===== src/include/crcec_params.svh =====
// Register offsets, field positions and reset values of the CRC engine
`ifndef CRCEC_PARAMS_SVH
`define CRCEC_PARAMS_SVH

// Byte offsets on the register bus
`define CRCEC_OFF_CTRL     8'h00
`define CRCEC_OFF_LEN      8'h04
`define CRCEC_OFF_DAT_HI   8'h08
`define CRCEC_OFF_DAT_LO   8'h0C
`define CRCEC_OFF_ACC_HI   8'h10
`define CRCEC_OFF_ACC_LO   8'h14
`define CRCEC_OFF_SHF_HI   8'h18
`define CRCEC_OFF_SHF_LO   8'h1C
`define CRCEC_OFF_POLY_HI  8'h20
`define CRCEC_OFF_POLY_LO  8'h24
`define CRCEC_OFF_IRQ_ST   8'h28
`define CRCEC_OFF_IRQ_MASK 8'h2C

// Fields of crc_control_main
`define CRCEC_B_EN     7
`define CRCEC_B_GO     6
`define CRCEC_B_BUSY   5
`define CRCEC_B_ZERO_AUGMENT_SELECT   4
`define CRCEC_B_SHIFT_DIRECTION_SELECT 1
`define CRCEC_B_FULL   0

// Fields of crc_length_config
`define CRCEC_WORD_LENGTH_FIELD_HI 7
`define CRCEC_WORD_LENGTH_FIELD_LO 4
`define CRCEC_POLY_LENGTH_FIELD_HI 3
`define CRCEC_POLY_LENGTH_FIELD_LO 0

// Interrupt status bits
`define CRCEC_IRQ_DONE  0
`define CRCEC_IRQ_TAKEN 1

// Reset values
`define CRCEC_RST_BYTE 8'h00
`define CRCEC_RST_WORD 16'h0000
`define CRCEC_RST_POLY 15'h0000
`define CRCEC_RST_IRQ  2'h0

`endif


===== src/include/crcec_pkg.sv =====
// Types and shared functions of the CRC engine
package crcec_pkg;

    // Shifter sequencing
    typedef enum logic {
        SH_IDLE = 1'b0,
        SH_RUN  = 1'b1
    } crcec_state_e;

    // Register write request from the bus slave
    typedef struct packed {
        logic        valid;
        logic [7:0]  addr;
        logic [31:0] data;
    } crcec_wr_s;

    // Register read request from the bus slave
    typedef struct packed {
        logic       valid;
        logic [7:0] addr;
    } crcec_rd_s;

    // Shifter configuration
    typedef struct packed {
        logic [3:0]  word_length_field;
        logic [3:0]  poly_length_field;
        logic        zero_augment_select;
        logic        shift_direction_select;
        logic [15:0] poly;
    } crcec_cfg_s;

    // Mask of the bits inside a polynomial of length n+1
    function automatic logic [15:0] len_mask(input logic [3:0] n);
        return 16'hFFFF >> (4'hF - n);
    endfunction

endpackage


===== src/design/crcec_ahb_slave.sv =====
// AHB-Lite slave front end of the CRC engine registers
`timescale 1ns/100ps
module crcec_ahb_slave
    import crcec_pkg::*;
(
    // Clock and reset
    input  wire logic        hclk,
    input  wire logic        hresetn,
    // AHB-Lite
    input  wire logic        hsel,
    input  wire logic [31:0] haddr,
    input  wire logic [1:0]  htrans,
    input  wire logic        hwrite,
    input  wire logic [31:0] hwdata,
    input  wire logic        hready,
    output logic             hreadyout,
    output logic [31:0]      hrdata,
    output logic             hresp,
    // Register side
    output crcec_wr_s        wr,
    output crcec_rd_s        rd,
    input  wire logic [31:0] rdata
);
    logic       accept;
    logic       wr_pend_q;
    logic       rd_pend_q;
    logic [7:0] addr_q;
    logic       ready_q;
    logic [31:0] rdata_q;

    assign accept = hsel & htrans[1] & hready;

    // Address phase capture; reads take one wait state so a write just
    // before them is always visible
    always_ff @(posedge hclk or negedge hresetn) begin
        if (!hresetn) begin
            wr_pend_q <= 1'b0;
            rd_pend_q <= 1'b0;
            addr_q    <= 8'h00;
        end else begin
            wr_pend_q <= accept & hwrite;
            rd_pend_q <= accept & ~hwrite;
            if (accept) begin
                addr_q <= haddr[7:0];
            end
        end
    end

    // Ready and read data
    always_ff @(posedge hclk or negedge hresetn) begin
        if (!hresetn) begin
            ready_q <= 1'b1;
            rdata_q <= 32'h00000000;
        end else begin
            ready_q <= ~(accept & ~hwrite);
            if (rd_pend_q) begin
                rdata_q <= rdata;
            end
        end
    end

    assign wr        = '{valid: wr_pend_q, addr: addr_q, data: hwdata};
    assign rd        = '{valid: rd_pend_q, addr: addr_q};
    assign hreadyout = ready_q;
    assign hrdata    = rdata_q;
    assign hresp     = 1'b0;   // Always OKAY
endmodule


===== src/design/crcec_shifter.sv =====
// Serial CRC shifter and accumulator
`timescale 1ns/100ps
module crcec_shifter
    import crcec_pkg::*;
(
    // Clock and reset
    input  wire logic        hclk,
    input  wire logic        hresetn,
    // Control
    input  wire logic        load,
    input  wire logic        abort,
    input  wire logic [15:0] word,
    input  wire crcec_cfg_s  cfg,
    // Accumulator writes, high and low byte
    input  wire logic [1:0]  acc_we,
    input  wire logic [7:0]  acc_wdata,
    // State
    output logic [15:0]      acc,
    output logic [15:0]      shift,
    output logic             busy,
    output logic             done
);
    crcec_state_e state_q;
    logic [3:0]   cnt_q;
    logic [15:0]  sh_q;
    logic [15:0]  acc_q;
    logic [15:0]  acc_d;
    logic         done_q;
    logic         in_bit;

    // One bit step; augmented mode feeds data into the low end when shifting left, the top polynomial bit when shifting right
    function automatic logic [15:0] crc_step(input logic [15:0] a,
                                             input logic b,
                                             input crcec_cfg_s c);
        logic        fb;
        logic [15:0] n;
        if (!c.shift_direction_select) begin
            fb = c.zero_augment_select ? a[c.poly_length_field] : a[c.poly_length_field] ^ b;
            n  = {a[14:0], c.zero_augment_select & b};
        end else begin
            fb = c.zero_augment_select ? a[0] : a[0] ^ b;
            n  = {1'b0, a[15:1]} | ((c.zero_augment_select & b) ? (16'h0001 << c.poly_length_field) : 16'h0000);
        end
        if (fb) begin
            n = n ^ c.poly;
        end
        return n & len_mask(c.poly_length_field);
    endfunction

    assign in_bit = cfg.shift_direction_select ? sh_q[0] : sh_q[cfg.word_length_field];

    // Sequencer; config is live, so software must not change it mid-word
    always_ff @(posedge hclk or negedge hresetn) begin
        if (!hresetn) begin
            state_q <= SH_IDLE;
            cnt_q   <= 4'h0;
            sh_q    <= 16'h0000;
            done_q  <= 1'b0;
        end else begin
            done_q <= 1'b0;
            if (abort) begin
                state_q <= SH_IDLE;
            end else begin
                case (state_q)
                    SH_IDLE: begin
                        if (load) begin
                            state_q <= SH_RUN;
                            cnt_q   <= cfg.word_length_field;
                            sh_q    <= word;
                        end
                    end
                    SH_RUN: begin
                        sh_q  <= cfg.shift_direction_select ? {1'b0, sh_q[15:1]} : {sh_q[14:0], 1'b0};
                        cnt_q <= cnt_q - 4'h1;
                        if (cnt_q == 4'h0) begin
                            state_q <= SH_IDLE;
                            done_q  <= 1'b1;
                        end
                    end
                    default: state_q <= SH_IDLE;
                endcase
            end
        end
    end

    // Accumulator; a software write wins over a step in the same cycle
    always_comb begin
        acc_d = (state_q == SH_RUN && !abort) ? crc_step(acc_q, in_bit, cfg) : acc_q;
        if (acc_we[1]) begin
            acc_d[15:8] = acc_wdata;
        end
        if (acc_we[0]) begin
            acc_d[7:0] = acc_wdata;
        end
    end

    always_ff @(posedge hclk or negedge hresetn) begin
        if (!hresetn) begin
            acc_q <= 16'h0000;
        end else begin
            acc_q <= acc_d;
        end
    end

    assign acc   = acc_q;
    assign shift = sh_q;
    assign busy  = (state_q == SH_RUN);
    assign done  = done_q;
endmodule


===== src/design/crcec_top.sv =====
// CRC engine register block with AHB-Lite access and interrupt
// Functional notes
// - Upper nibble of the length register holds word length minus one.
// - Lower nibble of the length register holds polynomial length minus one.
// - Writing the data low byte queues the data word for the shifter.
// - Data is a 16-bit read/write pair of high and low byte.
// - All implemented control bits reset to zero on every reset.
// - Control bits 3 and 2 read zero and ignore writes.
// - Accumulator is read/write as high and low byte, reset zero.
// - Shifter contents are read-only as high and low byte, reset zero.
// - Polynomial bits 15..1 are writable and bit 0 always reads one.
`timescale 1ns/100ps
`include "crcec_params.svh"
module crcec_top
    import crcec_pkg::*;
(
    // Clock and reset
    input  wire logic        hclk,
    input  wire logic        hresetn,
    // AHB-Lite slave
    input  wire logic        hsel,
    input  wire logic [31:0] haddr,
    input  wire logic [1:0]  htrans,
    input  wire logic        hwrite,
    input  wire logic [2:0]  hsize,
    input  wire logic [31:0] hwdata,
    input  wire logic        hready,
    output logic             hreadyout,
    output logic [31:0]      hrdata,
    output logic             hresp,
    // Interrupt
    output logic             irq
);
    crcec_wr_s   wr;
    crcec_rd_s   rd;
    logic [31:0] rdata;
    crcec_cfg_s  cfg;

    // Control state
    logic        en_q;
    logic        go_q;
    logic        zero_augment_select_q;
    logic        shift_direction_select_q;
    logic        full_q;
    logic [7:0]  len_q;
    logic [15:0] dat_q;
    logic [15:1] poly_q;
    logic [1:0]  irq_st_q;
    logic [1:0]  irq_mask_q;
    logic        irq_q;

    // Engine view
    logic [15:0] acc;
    logic [15:0] shift;
    logic        sh_busy;
    logic        sh_done;
    logic        start;
    logic        busy_view;
    logic [7:0]  ctrl_view;
    logic [15:0] poly_view;
    logic [1:0]  irq_ev;
    logic [1:0]  irq_st_d;

    // Write strobes per register
    function automatic logic hit(input crcec_wr_s w, input logic [7:0] a);
        return w.valid && (w.addr == a);
    endfunction

    crcec_ahb_slave u_bus (
        .hclk      (hclk),
        .hresetn   (hresetn),
        .hsel      (hsel),
        .haddr     (haddr),
        .htrans    (htrans),
        .hwrite    (hwrite),
        .hwdata    (hwdata),
        .hready    (hready),
        .hreadyout (hreadyout),
        .hrdata    (hrdata),
        .hresp     (hresp),
        .wr        (wr),
        .rd        (rd),
        .rdata     (rdata)
    );

    // Shifter configuration from the registers
    assign cfg = '{
        word_length_field:   len_q[`CRCEC_WORD_LENGTH_FIELD_HI:`CRCEC_WORD_LENGTH_FIELD_LO],
        poly_length_field:   len_q[`CRCEC_POLY_LENGTH_FIELD_HI:`CRCEC_POLY_LENGTH_FIELD_LO],
        zero_augment_select:   zero_augment_select_q,
        shift_direction_select: shift_direction_select_q,
        poly:   poly_view
    };

    // Pending data moves to the shifter once enabled and started
    assign start = en_q & go_q & full_q & ~sh_busy;

    crcec_shifter u_shift (
        .hclk      (hclk),
        .hresetn   (hresetn),
        .load      (start),
        .abort     (~en_q),
        .word      (dat_q),
        .cfg       (cfg),
        .acc_we    ({hit(wr, `CRCEC_OFF_ACC_HI), hit(wr, `CRCEC_OFF_ACC_LO)}),
        .acc_wdata (wr.data[7:0]),
        .acc       (acc),
        .shift     (shift),
        .busy      (sh_busy),
        .done      (sh_done)
    );

    // Control register; a disabled engine is held idle
    always_ff @(posedge hclk or negedge hresetn) begin
        if (!hresetn) begin
            en_q     <= 1'b0;
            go_q     <= 1'b0;
            zero_augment_select_q   <= 1'b0;
            shift_direction_select_q <= 1'b0;
        end else if (hit(wr, `CRCEC_OFF_CTRL)) begin
            en_q     <= wr.data[`CRCEC_B_EN];
            go_q     <= wr.data[`CRCEC_B_GO];
            zero_augment_select_q   <= wr.data[`CRCEC_B_ZERO_AUGMENT_SELECT];
            shift_direction_select_q <= wr.data[`CRCEC_B_SHIFT_DIRECTION_SELECT];
        end
    end

    // Data full flag; a new low-byte write wins over the hand-off
    always_ff @(posedge hclk or negedge hresetn) begin
        if (!hresetn) begin
            full_q <= 1'b0;
        end else if (hit(wr, `CRCEC_OFF_DAT_LO)) begin
            full_q <= 1'b1;
        end else if (start) begin
            full_q <= 1'b0;
        end
    end

    // Length configuration
    always_ff @(posedge hclk or negedge hresetn) begin
        if (!hresetn) begin
            len_q <= `CRCEC_RST_BYTE;
        end else if (hit(wr, `CRCEC_OFF_LEN)) begin
            len_q <= wr.data[7:0];
        end
    end

    // Data pair; defined reset value although software must load it
    always_ff @(posedge hclk or negedge hresetn) begin
        if (!hresetn) begin
            dat_q <= `CRCEC_RST_WORD;
        end else begin
            if (hit(wr, `CRCEC_OFF_DAT_HI)) begin
                dat_q[15:8] <= wr.data[7:0];
            end
            if (hit(wr, `CRCEC_OFF_DAT_LO)) begin
                dat_q[7:0] <= wr.data[7:0];
            end
        end
    end

    // Polynomial terms; the constant term is always present
    always_ff @(posedge hclk or negedge hresetn) begin
        if (!hresetn) begin
            poly_q <= `CRCEC_RST_POLY;
        end else begin
            if (hit(wr, `CRCEC_OFF_POLY_HI)) begin
                poly_q[15:8] <= wr.data[7:0];
            end
            if (hit(wr, `CRCEC_OFF_POLY_LO)) begin
                poly_q[7:1] <= wr.data[7:1];
            end
        end
    end

    assign poly_view = {poly_q, 1'b1};

    // Events: word shifted, data register emptied
    assign irq_ev = {start, sh_done};

    // Sticky status, write one to clear; an event wins over the clear
    always_comb begin
        irq_st_d = irq_st_q;
        if (hit(wr, `CRCEC_OFF_IRQ_ST)) begin
            irq_st_d = irq_st_d & ~wr.data[1:0];
        end
        irq_st_d = irq_st_d | irq_ev;
    end

    always_ff @(posedge hclk or negedge hresetn) begin
        if (!hresetn) begin
            irq_st_q   <= `CRCEC_RST_IRQ;
            irq_mask_q <= `CRCEC_RST_IRQ;
            irq_q      <= 1'b0;
        end else begin
            irq_st_q <= irq_st_d;
            if (hit(wr, `CRCEC_OFF_IRQ_MASK)) begin
                irq_mask_q <= wr.data[1:0];
            end
            irq_q <= |(irq_st_d & irq_mask_q);
        end
    end

    assign irq = irq_q;

    // Busy covers a word in flight and one waiting for the shifter
    assign busy_view = sh_busy | (en_q & go_q & full_q);

    // Control readback; bits 3 and 2 are absent
    always_comb begin
        ctrl_view                  = 8'h00;
        ctrl_view[`CRCEC_B_EN]     = en_q;
        ctrl_view[`CRCEC_B_GO]     = go_q;
        ctrl_view[`CRCEC_B_BUSY]   = busy_view;
        ctrl_view[`CRCEC_B_ZERO_AUGMENT_SELECT]   = zero_augment_select_q;
        ctrl_view[`CRCEC_B_SHIFT_DIRECTION_SELECT] = shift_direction_select_q;
        ctrl_view[`CRCEC_B_FULL]   = full_q;
    end

    // Read mux; unmapped offsets read zero
    always_comb begin
        rdata = 32'h00000000;
        case (rd.addr)
            `CRCEC_OFF_CTRL:     rdata[7:0] = ctrl_view;
            `CRCEC_OFF_LEN:      rdata[7:0] = len_q;
            `CRCEC_OFF_DAT_HI:   rdata[7:0] = dat_q[15:8];
            `CRCEC_OFF_DAT_LO:   rdata[7:0] = dat_q[7:0];
            `CRCEC_OFF_ACC_HI:   rdata[7:0] = acc[15:8];
            `CRCEC_OFF_ACC_LO:   rdata[7:0] = acc[7:0];
            `CRCEC_OFF_SHF_HI:   rdata[7:0] = shift[15:8];
            `CRCEC_OFF_SHF_LO:   rdata[7:0] = shift[7:0];
            `CRCEC_OFF_POLY_HI:  rdata[7:0] = poly_view[15:8];
            `CRCEC_OFF_POLY_LO:  rdata[7:0] = poly_view[7:0];
            `CRCEC_OFF_IRQ_ST:   rdata[1:0] = irq_st_q;
            `CRCEC_OFF_IRQ_MASK: rdata[1:0] = irq_mask_q;
            default:             rdata = 32'h00000000;
        endcase
    end

    // Checks: cycles the shifter has run for the current word
    logic [4:0] run_cnt_q;
    always_ff @(posedge hclk or negedge hresetn) begin
        if (!hresetn) begin
            run_cnt_q <= 5'h00;
        end else if (start) begin
            run_cnt_q <= 5'h00;
        end else if (sh_busy) begin
            run_cnt_q <= run_cnt_q + 5'h01;
        end
    end

    // Narrow transfers are treated as full words
    logic unused_hsize;
    assign unused_hsize = ^hsize;
endmodule


===== config.mk =====
export PLATFORM = sky130hd
export DESIGN_NAME = crcec_top
export DESIGN_NICKNAME = d
export VERILOG_FILES = /design/src/include/crcec_pkg.sv /design/src/design/crcec_ahb_slave.sv /design/src/design/crcec_shifter.sv /design/src/design/crcec_top.sv
export VERILOG_INCLUDE_DIRS = /design/src /design/src/include
export SDC_FILE = /design/constraint.sdc
export NUM_CORES = 1
export LEC_CHECK = 0
export BUFFER_PORTS_ARGS = -buffer_cell sky130_fd_sc_hd__buf_2
export CORE_AREA = 3 3 160 100
export CTS_BUF_LIST = sky130_fd_sc_hd__clkbuf_2 sky130_fd_sc_hd__clkbuf_4 sky130_fd_sc_hd__clkbuf_8
export DETAILED_ROUTE_END_ITERATION = 8
export DIE_AREA = 0 0 163 103
export PLACE_DENSITY = 0.78
export SLEW_MARGIN = 20
export SYNTH_ARGS = -nofsm -noshare
export SYNTH_HDL_FRONTEND = slang
export SYNTH_HIERARCHICAL = 1
export SYNTH_SLANG_ARGS = --single-unit

===== constraint.sdc =====
create_clock -name hclk -period 4.3 [get_ports hclk]
set_clock_uncertainty 0.2 [all_clocks]
set_input_delay 0.86 -clock hclk [delete_from_list [all_inputs] [get_ports hclk]]
set_output_delay 0.86 -clock hclk [all_outputs]
set_load 0.01 [all_outputs]

-- Yosys cells after proc, flatten, opt, wreduce, memory -nomap -nowiden
Cells that the tools add are included.
- flip-flop bits (word level): 106
- input port bits: 74
- add/sub/neg operators: 2
- order comparisons: 2
- eq/ne operators: 12
- shifts and indexed selects: 2
- mux-type cells: 31
- bitwise gates (word level): 21
- reduce and logical (&&, ||, !) cells: 18
- operators by type and width (cell ; number):
    $mux W16 ; 6
    $pmux W6 S10 ; 1
    $eq A8 B5 Y1 const B ; 4
    $eq A8 B6 Y1 const B ; 4
    $pmux W16 S2 ; 1
    $pmux W2 S12 ; 1
    $and A16 B16 Y16 ; 1
    $eq A8 B4 Y1 const B ; 2
    $mux W8 ; 2
    $or A15 B16 Y16 ; 1
    $shl A1 B4 Y16 const A ; 1
    $shr A16 B4 Y16 const A ; 1
    $xor A16 B16 Y16 ; 1
    $mux W1 ; 14
    $logic_and A1 B1 Y1 ; 11
    $lt A4 B5 Y1 const B ; 2
    $and A1 B1 Y1 ; 8
    $bmux W1 S4 ; 2
    $eq A8 B3 Y1 const B ; 1
    $logic_not A8 Y1 ; 1
    $pmux W4 S2 ; 1
    $reduce_bool A2 Y1 ; 3
    $and A2 B2 Y2 ; 2
    $logic_not A4 Y1 ; 1
    13 further kinds ; 16

-- Logic depth before layout (Yosys ltp)
Gate-level depths: netlist (run 1).
- depth after elaboration: 12
- mapped depth: 12
- depth with buffers taken out: 10

-- Cells and area by module
Netlist (run 1), hierarchy kept.
- by module, submodules not included (module ; instances ; cells an instance ; area each (µm²) ; seq. area each (µm²)):
    crcec_shifter ; 1 ; 425 ; 3343.2 ; 950.9
    crcec_top ; 1 ; 257 ; 2836.5 ; 1226.2
    crcec_ahb_slave ; 1 ; 137 ; 2103.3 ; 1077.3

-- Least setup slack after synthesis (run 1)
No wires, ideal clock.
- path kind: register to register
- start: reg u_bus.addr_q[7]
- end: reg u_shift.acc_q[15] (netlist: u_shift/acc[15])
- library setup time: 140 ps
- arrival: 2194 ps
- data required time: 3960 ps
- path slack: 1766 ps
- cell stages (with the launch flop): 13
- path buffers: 2
- clock period less this slack: 2534 ps
- path through: dfrtp_1 buf_4 or3b_4 nor2_1 nand2_1 nor2_1 clkbuf_1 nor2_1 nand2_1 a2111oi_0 a211o_1 a41oi_1 o311ai_1
- word-level cells in the longest chain between the ends: 3
- elaborated cells between the ends (all ways): 4
- those cells by class: eq/ne: 1; mux: 1; reduce/logical: 2
- RTL lines (item ; line ; RTL):
    from (decl) ; crcec_ahb_slave.sv:27 ; logic [7:0] addr_q;
    from (signal assigned) ; crcec_ahb_slave.sv:44 ; addr_q <= haddr[7:0];
    $eq A8 B5 Y1 * ; crcec_top.sv:66 ; return w.valid && (w.addr == a);
    $logic_and A1 B1 Y1 * ; crcec_top.sv:66 ;
    $mux W8 or $reduce_bool A2 Y1 (tied branches) ; - ;
    to (signal assigned) ; crcec_shifter.sv:99 ; acc_q <= 16'h0000;
    to (signal assigned) ; crcec_shifter.sv:101 ; acc_q <= acc_d;
    to (decl) ; crcec_shifter.sv:26 ; logic [15:0] acc_q;
Mark *: on every way between the ends. The rest lies on a longest branch, timed or not.
A chain may end at the register's enable or synchronous reset.

-- Final worst setup path (run 1)
- start: reg len_q[1]
- end: reg u_shift.acc_q[10] (netlist: u_shift/acc[10])
- word-level cells in the longest chain between the ends: 9
- elaborated cells between the ends (all ways): 16
- those cells by class: add/sub: 1; shift: 2; mux: 9; bitwise: 4
- RTL lines (item ; line ; RTL):
    from (decl) ; crcec_top.sv:45 ; logic [7:0] len_q;
    from (signal assigned) ; crcec_top.sv:142 ; len_q <= `CRCEC_RST_BYTE;
    from (signal assigned) ; crcec_top.sv:144 ; len_q <= wr.data[7:0];
    $bmux W1 S4 or $shl A1 B4 Y16 (tied branches) ; crcec_shifter.sv:38, crcec_shifter.sv:42 ;
    $mux W1 (not written as such) or $mux W16 (tied branches) ; crcec_shifter.sv:38, crcec_shifter.sv:42 ;
    $xor A1 B1 Y1 or $or A15 B16 Y16 (tied branches) ; crcec_shifter.sv:38, crcec_shifter.sv:42 ;
    $mux W1 or $mux W16 (tied branches) ; crcec_shifter.sv:38, crcec_shifter.sv:37 ;
    $mux W1 or $xor A16 B16 Y16 (tied branches) ; crcec_shifter.sv:37, crcec_shifter.sv:45 ;
    $mux W16 ; crcec_shifter.sv:44 ; if (fb) begin
    $and A16 B16 Y16 * ; crcec_shifter.sv:47 ; return n & len_mask(c.poly_length_field);
    $mux W16 * ; crcec_shifter.sv:88 ; acc_d = (state_q == SH_RUN && !abort) ? crc_step(acc_q, in_bit, cfg) : acc_q;
    $mux W8 * ; crcec_shifter.sv:89 ; if (acc_we[1]) begin
Mark *: on every way between the ends. The rest lies on a longest branch, timed or not. The select of a mux whose other input is x is not followed.

==> results of run 1 <==
-- layout make-up --
cell class                 instances  area, µm²
sequential                       130       3260
clock inverter                    13        129
inverter                          12       45.0
fill                            1241       5670
multi-input combinational        610       4480
timing repair buffer              69        387
tap                              198        248
clock buffer                      19        249
-- report_power, final --
part | internal [mW] | total [mW] | switching (mW)
Sequential | 1.32 | 1.49 | 0.165
Combinational | 0.329 | 0.661 | 0.332
Clock | 0.480 | 1.03 | 0.548
Total | 2.13 | 3.18 | 1.04
-- routing by layer --
metal / track usage / routed length, µm / vias to the layer above
met5: 0 / 0 / -
met2: 0.365 / 8840 / 428
met3: 0.0883 / 3230 / 32
met4: 0.0630 / 306 / 0
met1: 0.447 / 10500 / 3203
li1: - / - / 2953
-- per-stage QoR --
stage | instances | utilization
floorplan | 819 | -
global placement | 1019 | 0.582
detailed placement | 1019 | 0.582
CTS | 1051 | 0.608
global route | 1051 | 0.608
finish | 1051 | 0.608
-- worst register-to-register path, stage by stage (launching register included) --
cell and delay, ns:
dfrtp_1 0.84, mux4_2 0.61, a22oi_2 0.23, nand2_2 0.13, xnor2_4 0.44, buf_4 0.30, mux2_2 0.36, o211ai_1 0.16
-- sequential cells by signal, summed over array words and instances (netlist names), 2 cells and up --
register       count
len_q              8
u_shift/acc       16
u_shift/cnt_q      4
poly_q            15
u_shift/shift     16
dat_q             16
u_bus/hrdata      32
irq_st_q           2
irq_mask_q         2
u_bus/addr_q       8
-- placed cells by master (no fill, tap or decap), types with 17 or more instances in the layout --
cell type,count
mux2_4,37
conb_1,28
mux2_2,60
o21ai_0,58
clkbuf_8,17
mux2i_1,49
nor2_1,41
nand2_1,101
buf_2,54
nor2b_1,24
a21oi_1,21
dfrtp_1,127
-- final timing paths --
kind,startpoint,end,cells past startpoint
hold / removal,u_bus/hrdata[31],u_bus/hrdata[31],1
setup / recovery,len_q[1],u_shift/acc[10],7
hold reg to reg,u_bus/hrdata[31],u_bus/hrdata[31],1
max in group asynchronous,hresetn,dat_q[11],2
min in group asynchronous,hresetn,u_bus/addr_q[3],1
setup reg to reg,len_q[1],u_shift/acc[10],7
==> flow_metrics.env, run 1 <==
export IMPL_area_delta_synth_final_pct=8.67
export IMPL_cts_resized_gates=0
export IMPL_cp_max_fo=18
export IMPL_wl_mm=22.9
export IMPL_ctsHtreeMaxLevel=4
export IMPL_syn_avg_cell_area_um2=10.2
export IMPL_clockBufferDepth=2
export IMPL_crit_path_cell_trace="mux4_2 > a22oi_2 > nand2_2 > xnor2_4 > buf_4 > mux2_2 > o211ai_1"
export IMPL_fin_area_um2=8800
export IMPL_worstSetupStartpointType="register"
export IMPL_fin_crit_ns=3.36
export IMPL_gp_congestion=1.04
export IMPL_die_x_um=163
export IMPL_endpoint_kind="register"
export IMPL_post_cts_buffers=0
export IMPL_drive_gt1_frac=0.264
export IMPL_placement_io_buffers=55
export IMPL_dr_pass1_iters=5
export IMPL_grt_pass1_wl_mm=35.8
export IMPL_slew_violations=0
export IMPL_core_region_area_um2=14500
export IMPL_placed_cell_area_um2=8420
export IMPL_grt_max_degree=100
export IMPL_cap_violations=0
export IMPL_tns_ns=0
export IMPL_critPathBufInv=1
export IMPL_die_h_um=103
export IMPL_grt_usage=0.281
export IMPL_peakVddDrop_v=0.000176
export IMPL_clk_latency_ns=0.45
export IMPL_grt_setup_unrepaired="no"
export IMPL_postCtsHoldBufs=0
export IMPL_initial_core_util=0.560
export IMPL_die_area_um2=16800
export IMPL_yosysWarnings=6
export IMPL_power_density_nw_per_um2=361
export IMPL_tightest_slew_ns=1.07
export IMPL_numCtsBuffers=17
export IMPL_slowest_delay_ns=0.84
export IMPL_antenna_cells=0
export IMPL_setup_viol=0
export IMPL_drt_first_iter_violations=973
export IMPL_critical_path_slowest_cell="dfrtp_1"
export IMPL_slew_headroom=0.280
export IMPL_power_mw=3.18
export IMPL_p_leak_nw=3.71
export IMPL_syn_area_um2=8100
export IMPL_clockRootBuffer="clkbuf_8"
export IMPL_antenna_found_initial=0
export IMPL_num_io_pins=109
export IMPL_nets=915
export IMPL_clk_pin_slew_ns=0.08
export IMPL_hold_viol_final=0
export IMPL_fin_crit_sh=0.781
export IMPL_grt_pass1_vias=6066
export IMPL_rows=34
export IMPL_cts_tree="built"
export IMPL_hold_class="reg -> reg"
export IMPL_layout_setup_ws_ns=0.943
export IMPL_dp_hpwl_mm=16.1
export IMPL_criticalPathCategory="reg -> reg"
export IMPL_wire_per_inst_um=21.8
export IMPL_cts_sinks=130
export IMPL_hold_slack_ns=0.308
export IMPL_status="complete, no violations"
export IMPL_place_ws_ns=1.03
export IMPL_vias=6616
export IMPL_ff2ff_setup_slack_ns=0.94
export IMPL_synthCells=794
export IMPL_path_delay_family="multiplexers"
export IMPL_clock_fmax_mhz=298
export IMPL_grt_overflow=0
export IMPL_drc=0
export IMPL_ant_nets=0
export IMPL_critPathArrivalTime_ns=3.52
export IMPL_required_ns=4.46
export IMPL_viasPerCell=6.29
Note: power is estimated with default switching activity, not from simulation.
==> inputs of run 2 (changes only) <==
--- a/config.mk
+++ b/config.mk
@@ -6,11 +6,12 @@
 export SDC_FILE = /design/constraint.sdc
 export NUM_CORES = 1
 export LEC_CHECK = 0
+export ABC_AREA = 1
 export BUFFER_PORTS_ARGS = -buffer_cell sky130_fd_sc_hd__buf_2
-export CORE_AREA = 3 3 160 100
+export CORE_AREA = 3 3 166 103
 export CTS_BUF_LIST = sky130_fd_sc_hd__clkbuf_2 sky130_fd_sc_hd__clkbuf_4 sky130_fd_sc_hd__clkbuf_8
 export DETAILED_ROUTE_END_ITERATION = 8
-export DIE_AREA = 0 0 163 103
+export DIE_AREA = 0 0 169 106
 export PLACE_DENSITY = 0.78
 export SLEW_MARGIN = 20
 export SYNTH_ARGS = -nofsm -noshare
==> constraint.sdc (replaced) <==
create_clock -name hclk -period 2.9 [get_ports hclk]
set_clock_uncertainty 0.2 [all_clocks]
set_input_delay 0.58 -clock hclk [delete_from_list [all_inputs] [get_ports hclk]]
set_output_delay 0.58 -clock hclk [all_outputs]
set_load 0.01 [all_outputs]
==> run 2 against run 1 <==
Critical path depth up 8. Die area rose by 6.7%. Power increased by 140%. Routed wire length increased by 4.4%. Cell count rose by 39%. Non-clock buffer count increased by 6. Critical path type unchanged. Critical endpoint unchanged. Area after synthesis is 3.7% higher. Hold slack got worse by 0.19 ns.
==> flow_metrics.env, run 2 <==
export IMPL_syn_avg_cell_area_um2=7.08
export IMPL_drive_gt1_frac=0.166
export IMPL_cts_tree="built"
export IMPL_status="complete, no violations"
export IMPL_cp_max_fo=26
export IMPL_power_density_nw_per_um2=856
export IMPL_hold_viol_final=0
export IMPL_clock_fmax_mhz=367
export IMPL_dp_hpwl_mm=17.5
export IMPL_die_x_um=169
export IMPL_criticalPathCategory="reg -> reg"
export IMPL_grt_pass1_wl_mm=37.9
export IMPL_die_h_um=106
export IMPL_synthCells=1186
export IMPL_fin_crit_sh=0.940
export IMPL_num_io_pins=109
export IMPL_grt_pass1_vias=7161
export IMPL_worstSetupStartpointType="register"
export IMPL_critical_path_slowest_cell="dfrtp_1"
export IMPL_area_delta_synth_final_pct=8.21
export IMPL_cts_sinks=130
export IMPL_rows=35
export IMPL_antenna_found_initial=0
export IMPL_die_area_um2=17900
export IMPL_final_common_cell="nand2_1"
export IMPL_yosysWarnings=6
export IMPL_core_region_area_um2=15500
export IMPL_worstHoldPathCells=2
export IMPL_vias=8079
export IMPL_setup_viol=0
export IMPL_syn_area_um2=8400
export IMPL_wire_per_inst_um=16.4
export IMPL_slew_headroom=0.573
export IMPL_slowest_delay_ns=0.66
export IMPL_placement_io_buffers=55
export IMPL_gp_congestion=1.02
export IMPL_clk_latency_ns=0.46
export IMPL_grt_setup_unrepaired="no"
export IMPL_slew_violations=0
export IMPL_p_leak_nw=4.89
export IMPL_cts_resized_gates=0
export IMPL_wl_mm=23.9
export IMPL_initial_core_util=0.543
export IMPL_antenna_cells=0
export IMPL_drc=0
export IMPL_r2r_cells=15
export IMPL_grt_max_degree=66
export IMPL_hold_class="in -> reg"
export IMPL_clk_pin_slew_ns=0.08
export IMPL_cap_violations=0
export IMPL_tns_ns=0
export IMPL_viasPerCell=5.55
export IMPL_nets=1315
export IMPL_largest_reg_flops=32
export IMPL_tightest_slew_ns=0.640
export IMPL_power_mw=7.78
export IMPL_grt_usage=0.267
export IMPL_dr_pass1_iters=8
export IMPL_required_ns=3.05
export IMPL_peakVddDrop_v=0.000382
export IMPL_clockBufferDepth=2
export IMPL_numCtsBuffers=17
export IMPL_fin_crit_ns=2.73
export IMPL_final_cell_mix="nand2_1 (330), inv_1 (176), nand3_1 (131)"
export IMPL_crit_path_cell_trace="inv_2 > nand2_1 > nand2_1 > nand2_1 > nand2_1 > nand2_1 > nand3_1 > o21ai_1 > nand2_2 > nand2_4 > nand2_1 > nand2_1 > nand2_1 > nand2_1 > nand2_1"
export IMPL_clockRootBuffer="clkbuf_8"
export IMPL_ctsHtreeMaxLevel=4
export IMPL_ant_nets=0
export IMPL_drt_first_iter_violations=1100
export IMPL_grt_overflow=0
export IMPL_crit_top_cell="nand2_1"
export IMPL_endpoint_kind="register"
export IMPL_critPathArrivalTime_ns=2.88
run 2: power by group:
part	total (mW)	switching, mW	internal (mW)
combinational	3.31	2.20	1.11
sequential	2.89	0.592	2.29
clock	1.58	0.800	0.783
run 2: per-layer routing:
metal | up-vias | GRT usage | part of all wire
met3 | 45 | 0.0955 | 0.15
met4 | 0 | 0.0625 | 0.015
met5 | - | 0 | 0
met2 | 502 | 0.348 | 0.38
li1 | 3848 | - | -
met1 | 3684 | 0.416 | 0.45
run 2: what timing repair did:
action | 4_1_cts | 5_1_grt
hold buffers | 1 | 0
setup buffers | 0 | 0
endpoints found under the setup margin | 0 | 0
endpoints found under the hold margin | 62 | 0
run 2: area by class of cell:
type                            instances  area [µm²]
Inverter                              184         693
Clock inverter                         14         154
Sequential cell                       130        3260
Clock buffer                           18         241
Timing Repair Buffer                   75         447
Multi-Input combinational cell        832        4040
Tap cell                              203         254
Fill cell                            1498        6370
run 2: final timing paths:
path	end	slack, ns	start
max	u_shift/acc[10]	0.17	len_q[0]
min	u_bus/rd_pend_q	0.12	hwrite
max reg2reg	u_shift/acc[10]	0.17	len_q[0]
min reg2reg	irq_st_q[0]	0.26	u_shift/done
max in group asynchronous	irq_mask_q[0]	1.31	hresetn
min in group asynchronous	u_bus/hrdata[30]	0.47	hresetn
run 2: critical path, delay by kind of cell, from the launching register on:
kind,cells,cell delay (ns)
AND/OR/NAND/NOR,13,1.39
AO/OA/AOI/OAI,1,0.16
flip-flops,1,0.66
buffers and inverters,1,0.20
run 2: stage by stage:
step                      cells  setup WS [ns]  hold WS (ns)  cell area [µm²]   util
after floorplan            1210          0.833        0.0844             8490      -
final                      1456          0.173         0.123             9090  0.588
after detailed placement   1423          0.348         0.240             8680  0.562
after global routing       1456         0.0485         0.115             9090  0.588
after global placement     1423          0.395         0.239             8680  0.562
after CTS                  1456          0.342         0.104             9090  0.588
==> inputs of run 3 (changes only) <==
--- a/config.mk
+++ b/config.mk
@@ -8,11 +8,10 @@
 export LEC_CHECK = 0
 export ABC_AREA = 1
 export BUFFER_PORTS_ARGS = -buffer_cell sky130_fd_sc_hd__buf_2
-export CORE_AREA = 3 3 166 103
+export CORE_AREA = 3 3 254 156
 export CTS_BUF_LIST = sky130_fd_sc_hd__clkbuf_2 sky130_fd_sc_hd__clkbuf_4 sky130_fd_sc_hd__clkbuf_8
 export DETAILED_ROUTE_END_ITERATION = 8
-export DIE_AREA = 0 0 169 106
-export PLACE_DENSITY = 0.78
+export DIE_AREA = 0 0 257 159
 export SLEW_MARGIN = 20
 export SYNTH_ARGS = -nofsm -noshare
 export SYNTH_HDL_FRONTEND = slang
==> run 3 against run 2 <==
Via count shrank 0.26%. Sequential cell count stayed put. Sequential power is essentially flat. Sequential share of layout area is 1.6 points lower. Routed wire length up 14%.
==> flow_metrics.env, run 3 (synthesized netlist as in run 2, its figures left out) <==
export IMPL_tns_ns=0
export IMPL_slew_headroom=0.480
export IMPL_grt_pass1_vias=7224
export IMPL_hold_slack_ns=0.0997
export IMPL_dp_cells=1734
export IMPL_wire_per_inst_um=15.4
export IMPL_hold_viol_final=0
export IMPL_fin_area_um2=9520
export IMPL_pwr_share_clk=0.211
export IMPL_criticalPathCategory="reg -> reg"
export IMPL_drive_gt1_frac=0.167
export IMPL_setup_viol=0
export IMPL_clk_pin_slew_ns=0.08
export IMPL_slowest_delay_ns=0.68
export IMPL_nets=1316
export IMPL_cts_tree="built"
export IMPL_critPathBufInv=1
export IMPL_cts_sinks=130
export IMPL_num_io_pins=109
export IMPL_required_ns=3.07
export IMPL_seq_power_share=0.363
export IMPL_grt_setup_unrepaired="no"
export IMPL_antenna_found_initial=3
export IMPL_worstSetupStartpointType="register"
export IMPL_worstHoldPathCells=2
export IMPL_switchingPower_mw=3.69
export IMPL_cp_max_fo=26
export IMPL_grt_max_degree=65
export IMPL_p_sw_frac=0.462
export IMPL_die_x_um=257
export IMPL_nFillCells=4174
export IMPL_cp_num_cells=15
export IMPL_dp_hpwl_mm=20.4
export IMPL_ctsHtreeMaxLevel=4
export IMPL_ant_nets=0
export IMPL_p_leak_nw=4.91
export IMPL_initial_core_util=0.224
export IMPL_r2r_cells=15
export IMPL_core_region_area_um2=37500
export IMPL_post_cts_buffers=0
export IMPL_die_area_um2=40900
export IMPL_drt_first_iter_violations=1165
export IMPL_tightest_slew_ns=0.780
export IMPL_fin_crit_ns=2.63
export IMPL_grt_usage=0.132
export IMPL_numCtsBuffers=17
export IMPL_placement_io_buffers=55
export IMPL_slew_violations=0
export IMPL_final_cell_mix="nand2_1 (330), inv_1 (176), nand3_1 (131)"
export IMPL_internal_power_mw=4.30
export IMPL_grt_overflow=0
export IMPL_clock_fmax_mhz=380
export IMPL_critical_path_slowest_cell="dfrtp_1"
export IMPL_largest_reg_flops=32
export IMPL_wl_mm=27.2
export IMPL_vias=8058
export IMPL_area_delta_synth_final_pct=13.4
export IMPL_viasPerCell=4.56
export IMPL_clk_latency_ns=0.48
export IMPL_clockRootBuffer="clkbuf_8"
export IMPL_placed_cell_area_um2=9090
export IMPL_drc=0
export IMPL_fin_crit_sh=0.908
export IMPL_p_comb_frac=0.426
export IMPL_status="complete, no violations"
export IMPL_crit_top_cell="nand2_1"
export IMPL_clockBufferDepth=2
export IMPL_power_density_nw_per_um2=839
export IMPL_path_delay_family="simple AND/OR/NAND/NOR gates"
export IMPL_cap_violations=0
export IMPL_die_h_um=159
export IMPL_grt_pass1_wl_mm=41.8
export IMPL_dr_pass1_iters=6
export IMPL_rows=55
export IMPL_peakVddDrop_v=0.000341
export IMPL_endpoint_kind="register"
export IMPL_crit_path_cell_trace="inv_4 > nand2_1 > nand3_1 > nand3_1 > nand2_1 > nand2_1 > nand3_2 > nand3_1 > nand2_2 > nand2_4 > nand2_1 > nand2_1 > nand2_1 > nand2_1 > nand2_1"
export IMPL_gp_congestion=0.972
export IMPL_fin_cells=1769
export IMPL_hold_class="in -> reg"
export IMPL_final_common_cell="nand2_1"
export IMPL_critPathArrivalTime_ns=2.80
run 3: changes by cell type in the layout (fill, tap and decap cells not counted), sizes merged:
cell / delta
clkinvlp: -1
bufinv: +1
buf: +1
clkinv: +1
diode: +2
inv: -3
clkbuf: +2
run 3: cell type report:
type | instances | area [µm²] | share of cell area
Multi-Input combinational cell | 832 | 4040 | 0.425
Sequential cell | 130 | 3260 | 0.342
Inverter | 184 | 693 | 0.0728
Tap cell | 513 | 642 | 0.0674
Timing Repair Buffer | 76 | 467 | 0.0490
Clock buffer | 20 | 256 | 0.0269
Clock inverter | 12 | 159 | 0.0167
Antenna cell | 2 | 5.00 | 0.000526
run 3: worst paths after layout:
check                      slack, ns                to    startpoint
hold / removal                   0.1   u_bus/rd_pend_q        hwrite
min in group asynchronous       0.43  u_bus/hrdata[17]       hresetn
setup / recovery                0.27   u_shift/acc[10]      len_q[4]
max in group asynchronous       1.39        poly_q[12]       hresetn
hold reg to reg                 0.27       irq_st_q[0]  u_shift/done
setup reg to reg                0.27   u_shift/acc[10]      len_q[4]
run 3: timing repair:
| item | in CTS | in global routing |
|---|---|---|
| gates resized for setup | 0 | 0 |
| hold endpoints to repair | 54 | 0 |
| hold buffers | 1 | 0 |
run 3: stage by stage:
stage | setup slack [ns] | power [mW] | util
5_1_grt | 0.0426 | 8.57 | 0.254
3_5_place_dp | 0.380 | 6.18 | 0.242
4_1_cts | 0.360 | 7.91 | 0.254
3_3_place_gp | 0.426 | 6.12 | 0.242
2_1_floorplan | 0.833 | 5.17 | -
6_report | 0.267 | 7.99 | 0.254
run 3: power by group through the flow:
| stage | Clock [mW] | Combinational (mW) | Sequential, mW |
|---|---|---|---|
| after floorplan | 0 | 2.47 | 2.69 |
| after global placement | 0 | 3.22 | 2.90 |
| after detailed placement | 0 | 3.28 | 2.90 |
| after CTS | 1.73 | 3.30 | 2.87 |
| after global routing | 1.82 | 3.79 | 2.96 |
| final | 1.68 | 3.40 | 2.90 |
run 3: layer usage:
metal | GRT usage | vias to the layer above | wire length (µm)
li1 | - | 3854 | -
met1 | 0.210 | 3693 | 13300
met2 | 0.148 | 463 | 9110
met3 | 0.0674 | 44 | 4470
met4 | 0.0244 | 4 | 301
met5 | 0 | - | 27
